`config.mk`:
```
export PLATFORM = sky130hd
export DESIGN_NAME = sps_sequencer
export DESIGN_NICKNAME = d
export VERILOG_FILES = /design/src/shared/sps_pkg.sv /design/src/shared/sps_step_if.sv /design/src/rtl/sps_step_timer.sv /design/src/rtl/sps_sequencer.sv
export SDC_FILE = /design/constraint.sdc
export NUM_CORES = 1
export LEC_CHECK = 0
export BUFFER_PORTS_ARGS = -buffer_cell sky130_fd_sc_hd__buf_2
export CORE_AREA = 3 3 77 79
export DETAILED_ROUTE_END_ITERATION = 16
export DIE_AREA = 0 0 80 82
export GPL_TIMING_DRIVEN = 0
export RECOVER_POWER = 25
export REMOVE_ABC_BUFFERS = 1
export SETUP_SLACK_MARGIN = 0.15
export SYNTH_ARGS = -nofsm -noshare
export SYNTH_HDL_FRONTEND = slang
export SYNTH_HIERARCHICAL = 1
export SYNTH_SLANG_ARGS = --single-unit
```
`constraint.sdc`:
```
create_clock -name ref_clk_i -period 4.6 [get_ports ref_clk_i]
set_clock_uncertainty 0.15 [all_clocks]
set_input_delay 0.46 -clock ref_clk_i [delete_from_list [all_inputs] [get_ports ref_clk_i]]
set_output_delay 0.46 -clock ref_clk_i [all_outputs]
set_load 0.02 [all_outputs]
```
`src/shared/sps_pkg.sv`:
```
// constants shared by the card power-down sequencer and its step timer
// assumes a single 100 MHz reference clock for all logic
package sps_pkg;

   // reference clock and slow step period
   localparam int unsigned REF_CLK_HZ   = 100_000_000; // ref_clk_i rate
   localparam int unsigned SLOW_CLK_HZ  = 32_000;      // slow_reference_clock, typical
   // one slow period in reference cycles: 31.25 us -> 3125 cycles
   localparam int unsigned STEP_CYCLES  = REF_CLK_HZ / SLOW_CLK_HZ;
   localparam int unsigned STEP_CNT_W   = $clog2(STEP_CYCLES);

   // serial display link defaults
   localparam int unsigned SER_WORD_W   = 8;  // bits per serial word
   localparam int unsigned SER_DIV      = 4;  // ref cycles per serial clock half
   localparam int unsigned SER_DIV_W    = 3;

   // card line and done levels after reset (card powered off)
   localparam logic        CARD_LINE_RST = 1'h0;
   localparam logic        DONE_RST      = 1'h1;

   // sequencer states
   typedef enum logic [2:0] {
      SPS_OFF     = 3'h0, // all card lines low, done shown
      SPS_ACTIVE  = 3'h1, // card powered, lines follow user levels
      SPS_RST_LOW = 3'h2, // reset low, waiting to stop clock
      SPS_CLK_LOW = 3'h3, // clock low, waiting to drop tx
      SPS_TX_LOW  = 3'h4  // tx low, waiting to drop supply
   } sps_state_t;

endpackage

```
`src/shared/sps_step_if.sv`:
```
// carrier between the sequencer and its slow-period step timer
// assumes both ends share ref_clk_i and rst_n_i
`timescale 1ns/1ps
interface sps_step_if;
   logic run;  // timer counts while high
   logic tick; // one-cycle pulse at each full slow period

   modport seq   (output run, input tick);
   modport timer (input run, output tick);
endinterface

```
`src/rtl/sps_step_timer.sv`:
```
// step timer: one tick per slow reference period while run is held
// assumes run is driven from a flip-flop in the same clock domain
`timescale 1ns/1ps
module sps_step_timer #(
   parameter int unsigned STEP = sps_pkg::STEP_CYCLES // cycles per step
) (
   input  wire logic   ref_clk_i, // 100 MHz reference
   input  wire logic   rst_n_i,   // async reset, active low
   sps_step_if.timer   step       // run in, tick out
);
   localparam logic [sps_pkg::STEP_CNT_W-1:0] LAST =
      sps_pkg::STEP_CNT_W'(STEP - 1); // terminal count

   logic [sps_pkg::STEP_CNT_W-1:0] cnt_q; // cycles into current step

   // tick lands exactly STEP edges after run rises, then every STEP
   assign step.tick = step.run && (cnt_q == LAST);

   // counter restarts whenever run drops so every sequence starts aligned
   always_ff @(posedge ref_clk_i or negedge rst_n_i) begin
      if (!rst_n_i) begin
         cnt_q <= '0;
      end else if (!step.run || step.tick) begin
         cnt_q <= '0;
      end else begin
         cnt_q <= cnt_q + 1'b1;
      end
   end
endmodule

```
`src/rtl/sps_sequencer.sv`:
```
// card interface power-down sequencer with a four-wire serial display sender
// assumes all inputs synchronous to ref_clk_i; presence high means card seated
`timescale 1ns/1ps

module sps_sequencer #(
   parameter int unsigned WORD_W = sps_pkg::SER_WORD_W // serial word width
) (
   input  wire logic              ref_clk_i,              // 100 MHz reference
   input  wire logic              rst_n_i,                // async reset, active low
   input  wire logic              card_presence_detect_i, // high while card seated
   input  wire logic              activate_i,             // pulse: power the card up
   input  wire logic              sw_power_down_i,        // pulse: software power-down
   input  wire logic              rst_level_i,            // card reset level while active
   input  wire logic              clk_level_i,            // card clock level while active
   input  wire logic              tx_level_i,             // card tx level while active
   input  wire logic              ser_valid_i,            // serial word offered
   input  wire logic [WORD_W-1:0] ser_word_i,             // serial word, msb first
   input  wire logic              ser_register_select_i,  // register select for the word
   input  wire logic              ser_last_i,             // word ends the burst
   output logic                   card_reset_o,           // card reset line
   output logic                   card_clk_o,             // card clock line
   output logic                   card_tx_o,              // card transmit data line
   output logic                   card_supply_en_o,       // card supply enable
   output logic                   pd_done_o,              // high once card fully off
   output logic                   active_o,               // high in the active state; falls at the power-down trigger while supply is still on
   output logic                   ser_ready_o,            // word accepted on the previous edge
   output logic                   ser_cs_n_o,             // display chip select, low active
   output logic                   ser_clk_o,              // display serial clock
   output logic                   ser_data_o,             // display serial data
   output logic                   register_select_o       // display register select
);

   sps_step_if step (); // carrier to the step timer

   sps_step_timer u_timer (
      .ref_clk_i (ref_clk_i),
      .rst_n_i   (rst_n_i),
      .step      (step.timer)
   );

   sps_pkg::sps_state_t state_q; // sequencer state
   logic                run_q;   // timer enable
   logic                pd_trig; // any power-down request

   // removal or software command while powered; both share one path
   assign pd_trig = (state_q == sps_pkg::SPS_ACTIVE) &&
                    (!card_presence_detect_i || sw_power_down_i);
   assign step.run = run_q;

   // sequencer: one step per tick; requests mid-sequence are ignored
   always_ff @(posedge ref_clk_i or negedge rst_n_i) begin
      if (!rst_n_i) begin
         state_q <= sps_pkg::SPS_OFF;
      end else begin
         unique case (state_q)
            sps_pkg::SPS_OFF: begin
               // no point powering an empty socket
               if (activate_i && card_presence_detect_i) begin
                  state_q <= sps_pkg::SPS_ACTIVE;
               end
            end
            sps_pkg::SPS_ACTIVE: begin
               if (pd_trig) begin
                  state_q <= sps_pkg::SPS_RST_LOW;
               end
            end
            sps_pkg::SPS_RST_LOW: begin
               if (step.tick) begin
                  state_q <= sps_pkg::SPS_CLK_LOW;
               end
            end
            sps_pkg::SPS_CLK_LOW: begin
               if (step.tick) begin
                  state_q <= sps_pkg::SPS_TX_LOW;
               end
            end
            sps_pkg::SPS_TX_LOW: begin
               if (step.tick) begin
                  state_q <= sps_pkg::SPS_OFF;
               end
            end
            default: begin
               // spare codes fall back to the safe off state
               state_q <= sps_pkg::SPS_OFF;
            end
         endcase
      end
   end

   // timer runs from the reset step until supply drops
   always_ff @(posedge ref_clk_i or negedge rst_n_i) begin
      if (!rst_n_i) begin
         run_q <= 1'b0;
      end else if (pd_trig) begin
         run_q <= 1'b1;
      end else if (state_q == sps_pkg::SPS_TX_LOW && step.tick) begin
         run_q <= 1'b0;
      end
   end

   // card reset: follows user while active, falls on the trigger edge
   always_ff @(posedge ref_clk_i or negedge rst_n_i) begin
      if (!rst_n_i) begin
         card_reset_o <= sps_pkg::CARD_LINE_RST;
      end else if (state_q == sps_pkg::SPS_ACTIVE && !pd_trig) begin
         card_reset_o <= rst_level_i;
      end else begin
         card_reset_o <= 1'b0;
      end
   end

   // card clock: stops one full period after reset, so >= 0.9 period holds
   always_ff @(posedge ref_clk_i or negedge rst_n_i) begin
      if (!rst_n_i) begin
         card_clk_o <= sps_pkg::CARD_LINE_RST;
      end else if (state_q == sps_pkg::SPS_ACTIVE && !pd_trig) begin
         card_clk_o <= clk_level_i;
      end else if (state_q == sps_pkg::SPS_ACTIVE ||
                   (state_q == sps_pkg::SPS_RST_LOW && !step.tick)) begin
         // trigger edge and first step: frozen level, not yet forced low
         card_clk_o <= card_clk_o;
      end else begin
         card_clk_o <= 1'b0;
      end
   end

   // card tx: falls two periods after reset
   always_ff @(posedge ref_clk_i or negedge rst_n_i) begin
      if (!rst_n_i) begin
         card_tx_o <= sps_pkg::CARD_LINE_RST;
      end else if (state_q == sps_pkg::SPS_ACTIVE && !pd_trig) begin
         card_tx_o <= tx_level_i;
      end else if (state_q == sps_pkg::SPS_ACTIVE || state_q == sps_pkg::SPS_RST_LOW ||
                   (state_q == sps_pkg::SPS_CLK_LOW && !step.tick)) begin
         // trigger edge and first two steps: held, so tx never beats reset
         card_tx_o <= card_tx_o;
      end else begin
         card_tx_o <= 1'b0;
      end
   end

   // supply enable: last to fall, three periods after reset
   always_ff @(posedge ref_clk_i or negedge rst_n_i) begin
      if (!rst_n_i) begin
         card_supply_en_o <= sps_pkg::CARD_LINE_RST;
      end else if (state_q == sps_pkg::SPS_OFF) begin
         card_supply_en_o <= activate_i && card_presence_detect_i;
      end else if (state_q == sps_pkg::SPS_TX_LOW && step.tick) begin
         card_supply_en_o <= 1'b0;
      end
   end

   // done and active flags for the processor
   always_ff @(posedge ref_clk_i or negedge rst_n_i) begin
      if (!rst_n_i) begin
         pd_done_o <= sps_pkg::DONE_RST;
         active_o  <= 1'b0;
      end else if (state_q == sps_pkg::SPS_OFF) begin
         // done stays up until a real activation is taken
         pd_done_o <= !(activate_i && card_presence_detect_i);
         active_o  <= activate_i && card_presence_detect_i;
      end else if (state_q == sps_pkg::SPS_TX_LOW && step.tick) begin
         pd_done_o <= 1'b1;
         active_o  <= 1'b0;
      end else if (pd_trig) begin
         active_o  <= 1'b0;
      end
   end

   // four-wire serial display sender
   localparam logic [sps_pkg::SER_DIV_W-1:0] DIV_LAST =
      sps_pkg::SER_DIV_W'(sps_pkg::SER_DIV - 1);
   localparam int unsigned BIT_W = $clog2(WORD_W + 1);

   logic [WORD_W-1:0]              shift_q; // word being sent
   logic [BIT_W-1:0]               bits_q;  // bits still to send
   logic [sps_pkg::SER_DIV_W-1:0]  div_q;   // half-period divider
   logic                           last_q;  // current word closes the burst
   logic                           half_end;
   logic                           word_end;
   logic                           load;

   assign half_end = (div_q == DIV_LAST);
   // word ends after the rising-edge half of its final bit
   assign word_end = (bits_q == BIT_W'(1)) && ser_clk_o && half_end;
   // load only when idle or exactly at a word boundary inside the burst
   assign load = ser_valid_i &&
                 ((ser_cs_n_o && bits_q == '0) || (word_end && !last_q));

   // divider free-runs while a word is in flight
   always_ff @(posedge ref_clk_i or negedge rst_n_i) begin
      if (!rst_n_i) begin
         div_q <= '0;
      end else if (bits_q == '0 || half_end) begin
         div_q <= '0;
      end else begin
         div_q <= div_q + 1'b1;
      end
   end

   // shifter, bit count and serial clock; data changes on the falling half
   always_ff @(posedge ref_clk_i or negedge rst_n_i) begin
      if (!rst_n_i) begin
         shift_q   <= '0;
         bits_q    <= '0;
         last_q    <= 1'b0;
         ser_clk_o <= 1'b0;
      end else if (load) begin
         shift_q   <= ser_word_i;
         bits_q    <= BIT_W'(WORD_W);
         last_q    <= ser_last_i;
         ser_clk_o <= 1'b0;
      end else if (bits_q != '0 && half_end) begin
         ser_clk_o <= !ser_clk_o;
         if (ser_clk_o) begin
            shift_q <= {shift_q[WORD_W-2:0], 1'b0};
            bits_q  <= bits_q - 1'b1;
         end
      end
   end

   // data, chip select, ready; burst ends when a word runs out unfollowed
   always_ff @(posedge ref_clk_i or negedge rst_n_i) begin
      if (!rst_n_i) begin
         ser_data_o  <= 1'b0;
         ser_cs_n_o  <= 1'b1;
         ser_ready_o <= 1'b0;
      end else begin
         ser_ready_o <= load;
         if (load) begin
            ser_data_o <= ser_word_i[WORD_W-1];
            ser_cs_n_o <= 1'b0;
         end else if (word_end) begin
            ser_data_o <= 1'b0;
            ser_cs_n_o <= 1'b1;
         end else if (bits_q != '0 && half_end && ser_clk_o) begin
            ser_data_o <= shift_q[WORD_W-2];
         end
      end
   end

   // register select is latched only with a new word, never mid-word
   always_ff @(posedge ref_clk_i or negedge rst_n_i) begin
      if (!rst_n_i) begin
         register_select_o <= 1'b0;
      end else if (load) begin
         register_select_o <= ser_register_select_i;
      end
   end

endmodule

```
# Word-level counts from Yosys, hierarchy flattened
# Cells that the tools add are included.
# word_totals
in_bits,19
out_inout_bits,11
regBits,42
# classes
eq_ne,14
n_mux,34
n_reduce_logical,40
add_sub_neg,3
# ops
operator,n
$mux W7,3
$mux W1,20
$mux W3,6
$pmux W3 S5,1
$logic_and A1 B1 Y1,14
$add A12 B1 Y12 const B,1
$eq A12 B12 Y1 const B,1
$mux W12,1
$mux W4,3
$ne A2 B2 Y1 const B,6
$reduce_bool A2 Y1,5
$eq A3 B2 Y1 const B,3
$logic_not A1 Y1,7
$logic_or A1 B1 Y1,7
$reduce_bool A3 Y1,2
$reduce_and A5 Y1,1
$eq A4 B1 Y1 const B,1
$logic_not A4 Y1,1
$reduce_bool A4 Y1,1
$sub A4 B1 Y4 const B,1
$add A3 B1 Y3 const B,1
$eq A3 B1 Y1 const B,1
$eq A3 B3 Y1 const B,1
$logic_not A3 Y1,1
2 further kinds,2

# Depth between registers and ports, before layout
# depth
depth_word,8
ltp_mapped,9
mapped_depth_nobuf,9

# Modules after synthesis
# The synthesis kept the hierarchy.
# by_module_without_submodules
module,area_per_inst_um2,seq_area_each_um2,cells_per_inst,instances
sps_sequencer,1466.4,753.2,136,1
sps_step_timer,656.9,300.3,63,1

# Worst setup path before layout
# Ideal clock, no wire load.
# synth_path
path_kind,reg2reg
from,reg u_timer/cnt_q[0] in the netlist's numbering
to,reg card_clk_o
n_path_buf,0
slack_ns,2.541
arrival_time_ns,1.777
period_less_slack_ns,2.059
required_time_ns,4.318
path_stages_with_launch,10
setup_time_ns,0.132
path_cell_list,dfrtp_1 -> inv_1 -> ha_1 -> nand4bb_1 -> nor4_2 -> and2_1 -> nand2_1 -> a31o_2 -> a21oi_1 -> nor2_1
# synth_between
elab_chain_len,6
# synth_lines
item,line,source
start: declaration,sps_step_timer.sv:14,logic [sps_pkg::STEP_CNT_W-1:0] cnt_q;
start signal: assignment,sps_step_timer.sv:26,cnt_q <= cnt_q + 1'b1;
$eq A12 B12 Y1,sps_step_timer.sv:17,assign step.tick = step.run && (cnt_q == LAST);
$logic_and A1 B1 Y1,sps_step_timer.sv:17,
net step.tick,sps_step_if.sv:6,logic tick;
$logic_not A1 Y1,sps_sequencer.sv:119,(state_q == sps_pkg::SPS_RST_LOW && !step.tick)) begin
$logic_and A1 B1 Y1,sps_sequencer.sv:119,
$logic_or A1 B1 Y1,sps_sequencer.sv:118,end else if (state_q == sps_pkg::SPS_ACTIVE ||
$ne A2 B2 Y1 (no line),--,
end signal: assignment,sps_sequencer.sv:115,card_clk_o <= sps_pkg::CARD_LINE_RST;
end signal: assignment,sps_sequencer.sv:117,card_clk_o <= clk_level_i;
end signal: assignment,sps_sequencer.sv:121,card_clk_o <= card_clk_o;
end: declaration,sps_sequencer.sv:21,"output logic card_clk_o,"
# The timed path passes the listed nets, and every way through them passes these cells.
# A chain may end at the register's enable or synchronous reset.

# Final worst setup path
# Same ends and word-level chain as after synthesis.

==> report_table.html <==
<table>
<tr><th>Metric</th><th>Value</th></tr>
<tr><th colspan="2">Outcome</th></tr>
<tr><td>Result of the run</td><td>complete, but fails checks</td></tr>
<tr><td>Violations in the final reports</td><td>capacitance limit, slew limit</td></tr>
<tr><th colspan="2">Floorplan</th></tr>
<tr><td>Std-Cell Rows</td><td>27</td></tr>
<tr><td>Total Die Area</td><td>6560 um^2</td></tr>
<tr><td>Number of primary I/O pins</td><td>30</td></tr>
<tr><td>DIE WIDTH</td><td>around 80 um</td></tr>
<tr><td>Die H</td><td>between 80 and 90 um</td></tr>
<tr><td>Initial core utilization</td><td>between 30% and 40%</td></tr>
<tr><td>Total core area</td><td>5410 um^2</td></tr>
<tr><th colspan="2">Route</th></tr>
<tr><td>Routed wirelength normalized by instance count</td><td>around 13 um</td></tr>
<tr><td>Number of antenna-violating nets in the routed design</td><td>0</td></tr>
<tr><td>DRC violation count after routing</td><td>0</td></tr>
<tr><td>Number of detailed-route iterations in the first pass</td><td>4</td></tr>
<tr><td>Wire length after detailed routing</td><td>about 3800 um</td></tr>
<tr><td>Detailed-route vias per instance</td><td>around 5.3</td></tr>
<tr><td>Total number of vias</td><td>around 1,600</td></tr>
<tr><td>Number of violations reported at the end of detailed-routing iteration 0</td><td>42</td></tr>
<tr><th colspan="2">Critical path</th></tr>
<tr><td>Arrival time at the worst endpoint</td><td>~2.7 ns</td></tr>
<tr><td>Kind of capture point of the worst setup path</td><td>register</td></tr>
<tr><td>Nature of the critical path startpoint</td><td>register</td></tr>
<tr><td>Crit-path cells</td><td>inv_1 &gt; ha_1 &gt; nand4bb_1 &gt; nor4_4 &gt; and2_1 &gt; nand2_1 &gt; a31o_2 &gt; a21oi_1 &gt; nor2_1</td></tr>
<tr><td>Critical path required time</td><td>approximately 4.6 ns</td></tr>
<tr><td>Critical path type</td><td>reg2reg</td></tr>
<tr><td>Maximum net fanout on the critical path</td><td>13</td></tr>
<tr><td>Buffers and inverters on the worst path</td><td>1</td></tr>
<tr><td>Standard cell with the maximum stage delay on the critical path</td><td>nor4_4</td></tr>
<tr><td>Maximum single-stage delay on the critical path</td><td>just under 0.7 ns</td></tr>
<tr><td>Top cell family by delay on the critical path</td><td>simple AND/OR/NAND/NOR gates</td></tr>
<tr><th colspan="2">Timing</th></tr>
<tr><td>Max Transition Viols Final</td><td>43</td></tr>
<tr><td>Setup repair after global routing missed its margin</td><td>false</td></tr>
<tr><td>Hold violation total from the final report</td><td>0</td></tr>
<tr><td>Max transition margin</td><td>-46.2%</td></tr>
<tr><td>Timing-limited maximum frequency</td><td>375 MHz</td></tr>
<tr><td>Post-Route Setup TNS</td><td>0 ns</td></tr>
<tr><td>Share of the clock period used by the worst path</td><td>58.0%</td></tr>
<tr><td>Setup-violating endpoint count in the final report</td><td>0</td></tr>
<tr><td>Actual transition at the worst max-transition pin</td><td>roughly 2.2 ns</td></tr>
<tr><td>Final Hold Slack</td><td>0.239 ns</td></tr>
<tr><td>Minimum period implied by the final worst setup slack</td><td>2.67 ns</td></tr>
<tr><th colspan="2">Pwr</th></tr>
<tr><td>VDD IR max</td><td>roughly 0.25 mV</td></tr>
<tr><td>Power density relative to cell area</td><td>304 nW/um^2</td></tr>
<tr><td>Reported leakage power</td><td>1.11 nW</td></tr>
<tr><th colspan="2">Layout</th></tr>
<tr><td>Non-filler cells in the finished layout</td><td>300</td></tr>
<tr><td>Fill cells</td><td>around 530</td></tr>
<tr><td>Commonest non-fill, non-tap cell in the layout</td><td>dfrtp_1</td></tr>
<tr><td>Commonest cells after routing, fill and taps aside</td><td>dfrtp_1 (40), buf_2 (28), nor2_1 (18)</td></tr>
<tr><td>Multi-input gate area in the final layout</td><td>approximately 1000 um^2</td></tr>
<tr><td>Area taken by flip-flops and latches</td><td>between 1000 and 1500 um^2</td></tr>
<tr><td>Proportion of layout cells with a drive suffix above 1</td><td>21.9%</td></tr>
<tr><td>Layout net count</td><td>around 250</td></tr>
<tr><td>Final standard cell utilization of the core</td><td>approximately 44%</td></tr>
<tr><td>Syn-to-layout area delta</td><td>13.3%</td></tr>
<tr><td>Post-route cell area</td><td>approximately 2400 um^2</td></tr>
<tr><td>Antenna diode instance count</td><td>0</td></tr>
<tr><th colspan="2">CTS</th></tr>
<tr><td>Post-CTS Resized</td><td>0</td></tr>
<tr><td>TritonCTS clock tree</td><td>built</td></tr>
<tr><td>Maximum clock insertion buffer count</td><td>2</td></tr>
<tr><td>Clock-pin slew reported for the worst setup and hold paths after clock tree synthesis</td><td>~0.07 ns</td></tr>
<tr><td>Clock H-tree levels</td><td>2</td></tr>
<tr><td>Clk_lat worst skew</td><td>between 0.2 and 0.3 ns</td></tr>
<tr><td>Buffer count from post-CTS setup fixing</td><td>0</td></tr>
<tr><td>Inserted Clock Buffers</td><td>5</td></tr>
<tr><td>Sink Count</td><td>42</td></tr>
<tr><td>Clock Root Buffer</td><td>clkbuf_8</td></tr>
<tr><td>CTS hold repair buffers</td><td>0</td></tr>
<tr><th colspan="2">Synth</th></tr>
<tr><td>Mean post-synth cell area</td><td>between 10 and 15 um^2</td></tr>
<tr><td>Gate Count Post-Synth</td><td>199</td></tr>
<tr><td>Fraction of registers with async set/reset</td><td>between 90% and 100%</td></tr>
<tr><td>Top_reg_cell synth</td><td>dfrtp_1</td></tr>
<tr><td>Proportion of synthesized chip area in sequential cells</td><td>about half</td></tr>
<tr><td>Synthesis Warnings</td><td>6</td></tr>
<tr><td>Cell area after synthesis</td><td>roughly 2100 um^2</td></tr>
<tr><td>Post-synth EDFFs</td><td>0</td></tr>
<tr><td>Count of different cell masters after synthesis</td><td>49</td></tr>
<tr><td>Total of flip-flops plus latches after synthesis</td><td>42</td></tr>
<tr><th colspan="2">Placement</th></tr>
<tr><td>Number of buffers inserted by port buffering</td><td>29</td></tr>
<tr><td>Post-placement cell count</td><td>~290</td></tr>
<tr><td>Placed Area</td><td>about 2300 um^2</td></tr>
<tr><td>RD Place Congestion</td><td>just over 0.8</td></tr>
<tr><td>Dpl hpwl</td><td>2660 um</td></tr>
<tr><th colspan="2">Job</th></tr>
<tr><td>Maximum capacitance violations</td><td>1</td></tr>
<tr><th colspan="2">Global route</th></tr>
<tr><td>Vias in the first global route</td><td>between 1,000 and 1,500</td></tr>
<tr><td>Antenna violations before repair</td><td>0</td></tr>
<tr><td>Maximum number of pins on one net before global-route repair</td><td>43</td></tr>
<tr><td>Total global routing track utilization</td><td>between 10 and 15%</td></tr>
<tr><td>First-pass GRT wire length</td><td>~6700 um</td></tr>
<tr><td>Aggregate global routing overflow</td><td>0</td></tr>
<tr><th colspan="2">Min path</th></tr>
<tr><td>HP Class</td><td>in2reg</td></tr>
</table>
==> worst reg2reg max path, cell delays in order, from the launching register on <==
cell and delay [ns]:
dfrtp_1 0.43, inv_1 0.08, ha_1 0.15, nand4bb_1 0.14, nor4_4 0.69, and2_1 0.36
nand2_1 0.11, a31o_2 0.26, a21oi_1 0.13, nor2_1 0.05
==> per-stage QoR <==
stage	worst slack, ns	total power, mW
floorplan	2.06	0.480
global placement	1.62	0.522
detailed placement	1.56	0.521
CTS	1.54	0.747
global route	1.71	0.779
finish	1.93	0.732
==> kinds of logic after synthesis <==
family	share of synthesized area [%]
AND/OR/NAND/NOR	21.2
flip-flops	49.6
AO/OA/AOI/OAI	13.8
buffers and inverters	3.54
multiplexers	5.66
adder cells (fa/ha/maj)	4.12
XOR/XNOR	2.06
==> path summary, 6_finish.rpt <==
path / startpoint / to / slack, ns / depth (start not counted)
setup / recovery: u_timer/cnt_q[0] / card_clk_o / 1.93 / 9
hold / removal: ser_word_i[7] / ser_data_o / 0.24 / 2
setup reg to reg: u_timer/cnt_q[0] / card_clk_o / 1.93 / 9
hold reg to reg: div_q[0] / div_q[0] / 0.31 / 1
max in group asynchronous: rst_n_i / card_reset_o / 2.39 / 1
min in group asynchronous: rst_n_i / div_q[2] / 0.66 / 1
==> layout make-up <==
type,instances,area share [%]
flip-flops and latches,42,43.8
repair buffers,29,5.98
inverters,10,1.56
clock buffers,7,3.17
multi-input cells,140,41.7
well taps,72,3.75
==> layer usage <==
metal / GRT usage (%) / vias to the layer above / part of all wire [%] / routed length (um)
met5: 0 / - / 0 / 0
met4: 3.55 / 0 / 0.50 / 19
met3: 4.28 / 4 / 5.2 / 198
met2: 19.4 / 31 / 46 / 1740
met1: 17.5 / 768 / 48 / 1840
li1: - / 782 / - / -
==> power by group <==
group / internal [mW] / leakage [nW] / switching [mW] / total (mW)
Sequential: 0.393 / 0.527 / 0.0270 / 0.420
Clock: 0.104 / 0.0383 / 0.113 / 0.217
Combinational: 0.0402 / 0.544 / 0.0539 / 0.0941
Total: 0.538 / 1.11 / 0.194 / 0.732
==> sequential cells by signal, indices dropped and copies added (netlist names), 3 cells and up <==
register and count:
div_q 3, shift_q 7, u_timer/cnt_q 12, state_q 3
bits_q 4
==> cells in the mapped netlist, types with 2 or more instances <==
library cell / number / area share (%)
dfrtp_1: 40 / 47
nor2_1: 18 / 3.2
a21oi_1: 10 / 2.4
inv_1: 9 / 1.6
nand2_1: 9 / 1.6
nor3_1: 8 / 1.9
a211oi_1: 7 / 2.5
ha_1: 7 / 4.1
o21ai_0: 7 / 1.6
mux2i_1: 6 / 2.8
nand3_1: 6 / 1.4
nand4_1: 5 / 1.5
mux2_2: 4 / 2.1
nand2b_1: 4 / 1.2
or3_1: 4 / 1.2
xnor2_1: 4 / 1.6
a211oi_2: 3 / 1.8
buf_2: 3 / 0.71
clkbuf_1: 3 / 0.53
o31ai_1: 3 / 1.1
or4_1: 3 / 1.1
a21o_1: 2 / 0.71
and2_1: 2 / 0.59
and3_1: 2 / 0.59
dfstp_2: 2 / 2.5
nor2b_1: 2 / 0.59
nor3b_1: 2 / 0.71
nor4_1: 2 / 0.59
nor4bb_1: 2 / 0.94
No activity file was read; power rests on OpenSTA's default activity.
